$ cat src/sac_map.svh
`ifndef SAC_MAP_SVH
`define SAC_MAP_SVH

// ==========================================================================
// conversion clock numbering, counted from the first conversion clock
// ==========================================================================
`define SAC_CNT_IDLE      4'h0
`define SAC_CLK_FIRST     4'h1
`define SAC_CLK_SAMPLE    4'h3
`define SAC_CLK_MSB       4'h4
`define SAC_CLK_REF_OPEN  4'hD
`define SAC_CLK_LSB       4'hD
`define SAC_CLK_LAST      4'hE
`define SAC_CNT_STEP      4'h1

// ==========================================================================
// reset and drive values
// ==========================================================================
`define SAC_RST_BIT       1'b0
`define SAC_RST_TRACK     1'b1
`define SAC_RST_REFWIN    1'b1
`define SAC_DRIVE_LOW     1'b0
`define SAC_OE_ON         1'b1
`define SAC_OE_OFF        1'b0

`endif

$ cat src/sac_pkg.sv
// ==========================================================================
// sequencer types
// ==========================================================================
package sac_pkg;

   // gray codes along idle -> conv -> gap -> conv
   typedef enum logic [1:0] {
      sac_st_idle = 2'b00,
      sac_st_conv = 2'b01,
      sac_st_gap  = 2'b11
   } sac_state_t;

   // how the last cycle ended, judged from start-convert alone
   typedef enum logic [1:0] {
      sac_mode_none   = 2'b00,
      sac_mode_single = 2'b01,
      sac_mode_sync   = 2'b10,
      sac_mode_free   = 2'b11
   } sac_mode_t;

endpackage : sac_pkg

$ cat src/sac_seq.sv
`timescale 1ns/100ps
`include "sac_map.svh"
// Behaviour
// - low start begins conversion next rising edge
// - msb driven after falling edge of clock four
// - every conversion lasts exactly fourteen clocks
// - start high at fall fourteen floats, idles
// - synchronized: pin driven low between conversions
// - start held low gives back-to-back conversions
// - free run: pin driven low between cycles
// - track from clock fourteen, hold fall three
// - mode chosen only by start-convert behaviour
// - start low launches cycle, enables driver
// - result shifted out on one tristate pin
// - ten-bit successive approximation, msb first
// - pin driven low until first result bit
// - straight binary result coding
module sac_seq #(
   parameter int unsigned RES_W = 10
) (
   // clock and reset
   input  wire logic               mclk,
   input  wire logic               rst,
   // converter clock and start, synchronous to mclk
   input  wire logic               conv_clk,
   input  wire logic               start_convert_n,
   // successive approximation loop
   input  wire logic               cmp_above,
   output logic [RES_W-1:0]        sar_trial,
   output logic                    track,
   output logic                    ref_window,
   // serial data pin
   output logic                    data_out,
   output logic                    data_oe,
   // status
   output logic [RES_W-1:0]        result,
   output logic                    result_valid,
   output logic [3:0]              conv_index,
   output sac_pkg::sac_mode_t      mode
);
   import sac_pkg::*;

   // =======================================================================
   // helpers
   // =======================================================================
   function automatic logic sac_is_bit_clk(input logic [3:0] cnt);
      return (cnt >= `SAC_CLK_MSB) && (cnt <= `SAC_CLK_LSB);
   endfunction : sac_is_bit_clk

   // msb at the msb clock, then one bit lower per clock
   function automatic logic [RES_W-1:0] sac_bit_mask(input logic [3:0] cnt);
      logic [3:0] idx;
      idx = 4'(RES_W - 1) - (cnt - `SAC_CLK_MSB);
      return {{(RES_W-1){1'b0}}, 1'b1} << idx;
   endfunction : sac_bit_mask

   // =======================================================================
   // state
   // =======================================================================
   sac_state_t         state_r;
   sac_state_t         state_nxt;
   logic               clk_q_r;
   logic [3:0]         cnt_r;
   logic [3:0]         cnt_nxt;
   logic [RES_W-1:0]   acc_r;
   logic [RES_W-1:0]   acc_nxt;
   logic [RES_W-1:0]   trial_r;
   logic [RES_W-1:0]   trial_nxt;
   logic [RES_W-1:0]   result_r;
   logic               valid_r;
   logic               dout_r;
   logic               dout_nxt;
   logic               oe_r;
   logic               oe_nxt;
   logic               track_r;
   logic               track_nxt;
   logic               refwin_r;
   logic               refwin_nxt;
   logic               rose_r;
   logic               rose_nxt;
   sac_mode_t          mode_r;
   sac_mode_t          mode_nxt;

   // =======================================================================
   // clock edges of the converter clock
   // =======================================================================
   // the converter clock is only sampled, so each of its edges is seen
   // one mclk late; conv_clk must stay well below mclk/2
   wire        clk_rise   = conv_clk & ~clk_q_r;
   wire        clk_fall   = ~conv_clk & clk_q_r;
   wire        start_low  = ~start_convert_n;
   wire        in_idle    = (state_r == sac_st_idle);
   wire        in_conv    = (state_r == sac_st_conv);
   wire        in_gap     = (state_r == sac_st_gap);
   wire [3:0]  cnt_step   = cnt_r + `SAC_CNT_STEP;

   // =======================================================================
   // event decode
   // =======================================================================
   wire launch_idle = clk_rise & in_idle & start_low;
   wire launch_gap  = clk_rise & in_gap;
   wire launch      = launch_idle | launch_gap;
   wire conv_rise   = clk_rise & in_conv & (cnt_r < `SAC_CLK_LAST);

   // every falling-edge event belongs to a running conversion
   wire conv_fall   = clk_fall & in_conv;
   wire last_fall   = conv_fall & (cnt_r == `SAC_CLK_LAST);
   wire sample_fall = conv_fall & (cnt_r == `SAC_CLK_SAMPLE);
   wire ref_fall    = conv_fall & (cnt_r == `SAC_CLK_REF_OPEN);
   wire bit_rise    = conv_rise & sac_is_bit_clk(cnt_step);
   wire bit_fall    = conv_fall & sac_is_bit_clk(cnt_r);
   wire lsb_end     = conv_rise & (cnt_r == `SAC_CLK_LSB);
   wire stay_sel    = last_fall & start_low;
   wire go_idle     = last_fall & ~start_low;

   wire [RES_W-1:0] fall_mask = sac_bit_mask(cnt_r);
   wire [RES_W-1:0] rise_mask = sac_bit_mask(cnt_step);

   // =======================================================================
   // next state
   // =======================================================================
   // a cycle is launched only from idle or gap, so a late start edge inside
   // a conversion can never shorten it
   always_comb begin
      state_nxt = state_r;
      unique case (state_r)
         sac_st_idle: begin
            if (launch_idle) begin
               state_nxt = sac_st_conv;
            end
         end
         sac_st_conv: begin
            if (stay_sel) begin
               state_nxt = sac_st_gap;
            end else if (go_idle) begin
               state_nxt = sac_st_idle;
            end
         end
         sac_st_gap: begin
            if (launch_gap) begin
               state_nxt = sac_st_conv;
            end
         end
         // the spare code is unreachable; falling back to idle keeps a
         // disturbed state register from locking the sequencer
         default: begin
            state_nxt = sac_st_idle;
         end
      endcase
   end

   assign cnt_nxt   = launch    ? `SAC_CLK_FIRST :
                      conv_rise ? cnt_step :
                      go_idle   ? `SAC_CNT_IDLE :
                                  cnt_r;

   // =======================================================================
   // successive approximation
   // =======================================================================
   // comparator high means input above trial: straight binary code
   assign acc_nxt   = launch   ? {RES_W{1'b0}} :
                      bit_fall ? (cmp_above ? (acc_r | fall_mask)
                                            : (acc_r & ~fall_mask)) :
                                 acc_r;

   assign trial_nxt = launch   ? {RES_W{1'b0}} :
                      bit_rise ? (acc_r | rise_mask) :
                                 trial_r;

   // =======================================================================
   // serial pin
   // =======================================================================
   // the lsb is cut at the rising edge of the last clock, so it stands
   // only for the low half of clock thirteen
   assign dout_nxt  = launch   ? `SAC_DRIVE_LOW :
                      bit_fall ? cmp_above :
                      lsb_end  ? `SAC_DRIVE_LOW :
                                 dout_r;

   assign oe_nxt    = launch   ? `SAC_OE_ON :
                      go_idle  ? `SAC_OE_OFF :
                                 oe_r;

   // =======================================================================
   // track, hold and reference window
   // =======================================================================
   assign track_nxt  = sample_fall ? 1'b0 :
                       lsb_end     ? 1'b1 :
                                     track_r;

   assign refwin_nxt = sample_fall ? 1'b0 :
                       ref_fall    ? 1'b1 :
                                     refwin_r;

   // =======================================================================
   // mode, judged from start-convert only
   // =======================================================================
   // one flag per cycle: start seen high at any point while converting
   wire seen_high = in_conv & ~start_low;

   assign rose_nxt  = launch    ? 1'b0 :
                      seen_high ? 1'b1 :
                                  rose_r;

   assign mode_nxt  = go_idle  ? sac_mode_single :
                      stay_sel ? (rose_r ? sac_mode_sync
                                         : sac_mode_free) :
                                 mode_r;

   // =======================================================================
   // registers
   // =======================================================================
   always_ff @(posedge mclk) begin
      if (rst) begin
         state_r <= sac_st_idle;
      end else begin
         state_r <= state_nxt;
      end
   end

   always_ff @(posedge mclk) begin
      if (rst) begin
         clk_q_r <= `SAC_RST_BIT;
         cnt_r   <= `SAC_CNT_IDLE;
      end else begin
         clk_q_r <= conv_clk;
         cnt_r   <= cnt_nxt;
      end
   end

   always_ff @(posedge mclk) begin
      if (rst) begin
         acc_r   <= {RES_W{1'b0}};
         trial_r <= {RES_W{1'b0}};
      end else begin
         acc_r   <= acc_nxt;
         trial_r <= trial_nxt;
      end
   end

   // result word taken when the lsb is complete
   always_ff @(posedge mclk) begin
      if (rst) begin
         result_r <= {RES_W{1'b0}};
         valid_r  <= `SAC_RST_BIT;
      end else begin
         valid_r  <= lsb_end;
         if (lsb_end) begin
            result_r <= acc_r;
         end
      end
   end

   always_ff @(posedge mclk) begin
      if (rst) begin
         dout_r <= `SAC_DRIVE_LOW;
         oe_r   <= `SAC_OE_OFF;
      end else begin
         dout_r <= dout_nxt;
         oe_r   <= oe_nxt;
      end
   end

   always_ff @(posedge mclk) begin
      if (rst) begin
         track_r  <= `SAC_RST_TRACK;
         refwin_r <= `SAC_RST_REFWIN;
      end else begin
         track_r  <= track_nxt;
         refwin_r <= refwin_nxt;
      end
   end

   always_ff @(posedge mclk) begin
      if (rst) begin
         rose_r <= `SAC_RST_BIT;
         mode_r <= sac_mode_none;
      end else begin
         rose_r <= rose_nxt;
         mode_r <= mode_nxt;
      end
   end

   // =======================================================================
   // outputs
   // =======================================================================
   assign sar_trial    = trial_r;
   assign track        = track_r;
   assign ref_window   = refwin_r;
   assign data_out     = dout_r;
   assign data_oe      = oe_r;
   assign result       = result_r;
   assign result_valid = valid_r;
   assign conv_index   = cnt_r;
   assign mode         = mode_r;

endmodule : sac_seq

$ cat config.mk
export PLATFORM = sky130hd
export DESIGN_NAME = sac_seq
export DESIGN_NICKNAME = d
export VERILOG_FILES = /design/src/sac_pkg.sv /design/src/sac_seq.sv
export VERILOG_INCLUDE_DIRS = /design/src
export SDC_FILE = /design/constraint.sdc
export NUM_CORES = 1
export LEC_CHECK = 0
export ABC_AREA = 1
export BUFFER_PORTS_ARGS = -buffer_cell sky130_fd_sc_hd__buf_4
export CAP_MARGIN = 20
export CORE_ASPECT_RATIO = 1.1
export CORE_UTILIZATION = 50
export CTS_CLUSTER_DIAMETER = 80
export DETAILED_ROUTE_END_ITERATION = 6
export PLACE_DENSITY = 0.72
export SLEW_MARGIN = 30
export SYNTH_ARGS = -nofsm -noshare
export SYNTH_HDL_FRONTEND = slang
export SYNTH_SLANG_ARGS = --single-unit
$ cat constraint.sdc
create_clock -name mclk -period 1.7 [get_ports mclk]
set_input_delay 0.085 -clock mclk [delete_from_list [all_inputs] [get_ports mclk]]
set_output_delay 0.085 -clock mclk [all_outputs]
set_load 0.05 [all_outputs]
==> summary.txt <==
leakage power total: 1.39 nW
critical-path cell list: ha_4, inv_4, nand2_2, nand2_4, ha_4, nand2_1, nand3b_1, nand2_1, nor2_1, nor2_1
Power Total: 2.06 mW
Worst path slowest cell: dfxtp_4
status: finished, final reports clean
Register-to-Register Path Depth: 10
Final nets: 420
WP data arrival: 1.85 ns
CP Capture Type: register
post-route cell area: 0.00296 mm^2
final setup TNS: 0 ns
met2 GRT Util: 37.6%
sw power: 0.588 mW
CTS max path bufs: 2
GRT met1 Usage: 28.9%
Max-cap violations: 0
Synth Flop Type: dfxtp_1
Hold Path Depth: 3
layout cells sized above 1: 21.6%
Syn Inst Count: 361
Yosys warnings: 0
Num CTS Buffers: 5
initial antenna violation count: 0
vias per inst: 4.94
CP Max Fanout: 8
Final Max Tran Viols: 0
hold_sp: start_convert_n
CTS tree: built
drt pass-1 iters: 4
Critical Setup Path Class: register to register
max incr delay on CP: 0.43 ns
Post-DP Area: 0.00279 mm^2
IO Pins: 36
Placer Congestion: 0.896
FF-to-FF End: sar_trial[2]
core box area: 0.00462 mm^2
Mapped Area: 0.00240 mm^2
Worst slew margin: 75.2%
Hold Vio Cnt, Final: 0
maximum vdd drop: 0.000489 V
die width: 68.1 um
Die Y: 74.7 um
Int Pwr: 1.47 mW
final setup fails: 0
port bufs: 35
placed cells: 448
grt ovf: 0
Seq pwr share: 52.8%
final WL: 5340 um
Sinks on Clock Net: 45
power share of the clock group: 33.1%
post-layout min period: 1.60 ns
R2R setup slack: 0.1 ns
worst min path class: input port to register
commonest non-fill, non-tap cell in the layout: nand2_1
Comb pwr share: 14.1%
DRT antenna net count: 0
worst slew pin tran: 0.371 ns
DR iter-0 viols: 92
switching part of the total power: 28.6%
sequential fraction of the synthesis area: 37.5%
drt drc: 0
syn avg cell area: 6.66 um^2
pin count of the biggest net entering global routing: 21
final core utilization: 64.0%
CTS root buf: clkbuf_8
Yosys cell types: 25
vias in the first global route: 2015
Worst EP required: 1.95 ns
Max Clock Freq: 624 MHz
Setup Skew: 0.00812 ns
global route hottest layer: met2
commonest cells after routing, fill and taps aside: 99 x nand2_1, 53 x nor2_1, 42 x dfxtp_1, 42 x buf_4, 38 x inv_1
CTS clk-pin slew, worst paths: 0.09 ns
Final period util: 94.2%
die area: 0.00509 mm^2
Seq cells post-synth: 45
P&R area growth vs syn: 23.0%
htree depth: 2
HPWL after DPL: 3890 um
EDFF count, synth: 0
via count: 2264
Worst-Skew Late Latency: 0.31 ns
Routed WL per cell: 11.7 um
Hold Path End: rose_r
ant diodes: 0
Finished Layout Cells: 458
startpoint types: register
global-route wire length before repair: 8750 um
Initial Util: 52.0%
Post-Syn Nets: 380
PD cells: 696 mW/mm^2
GRT Resource Usage Total: 22.9%
met3 usage: 4.55%
fraction of registers with async set/reset: 0%
FF-to-FF Start: conv_index[1]
# rows: 26
per-stage QoR:
| step | hold WS, ns | worst slack (ns) |
|---|---|---|
| CTS | 0.0360 | 0.0478 |
| global route | 0.0497 | -0.0185 |
| global placement | 0.357 | 0.0409 |
| finish | 0.0526 | 0.0982 |
| detailed placement | 0.361 | -0.0108 |
| floorplan | 0.221 | 0.00421 |
cells by family after synthesis:
logic type,share of synthesized area [%]
buf+inv,10.3
simple gates,36.4
fa+ha+maj,7.29
flops,37.5
compound gates,8.54
per-layer routing:
metal	wire length, um	up-vias
li1	-	1204
met1	2430	1012
met2	2640	42
met3	196	6
met4	77	0
met5	0	-
worst max-delay path by stage:
| stage | from | to | depth (start not counted) |
|---|---|---|---|
| after floorplan | conv_index[1] | sar_trial[0] | 12 |
| after global placement | conv_index[1] | sar_trial[1] | 11 |
| after detailed placement | conv_index[1] | sar_trial[2] | 10 |
| after CTS | conv_index[1] | sar_trial[9] | 12 |
| after global routing | conv_index[1] | sar_trial[1] | 11 |
| final | conv_index[1] | sar_trial[2] | 10 |
synth_stat cells (4+ instances only):
| library cell | number | area share, % |
|---|---|---|
| inv_1 | 43 | 6.7 |
| dfxtp_1 | 45 | 37 |
| nor3_1 | 7 | 1.5 |
| nand2_1 | 103 | 16 |
| a21oi_1 | 25 | 5.2 |
| nand2_2 | 5 | 1.3 |
| o21ai_0 | 6 | 1.2 |
| nor2_1 | 53 | 8.3 |
| clkbuf_1 | 4 | 0.62 |
| ha_1 | 14 | 7.3 |
| nand3_1 | 29 | 6.0 |
layout make-up:
type,count,area (um^2)
Clock buffer,5,68.8
Clock inverter,3,21.3
Fill cell,464,1660
Inverter,46,180
Multi-Input combinational cell,258,1340
Sequential cell,45,910
Tap cell,56,70.1
Timing Repair Buffer,45,367
worst max-delay path: cells and delay by family (launching register included):
kind          cells  cell delay (ns)
simple gates      7             0.57
fa+ha+maj         2             0.49
flops             1             0.43
buf+inv           1             0.05
what timing repair did:
action,CTS,global route
setup endpoints to repair,6,21
buffers inserted,0,2
resized for setup,4,13
hold buffers,0,0
pin swaps,0,1
cloned,0,0
power by group through the flow:
stage	logic [mW]	clock network, mW	registers, mW
after floorplan	0.179	0	1.13
after global placement	0.265	0	1.11
after detailed placement	0.266	0	1.11
after CTS	0.276	0.701	1.09
after global routing	0.323	0.735	1.09
final	0.291	0.681	1.09
(Power assumes the default switching activity.)
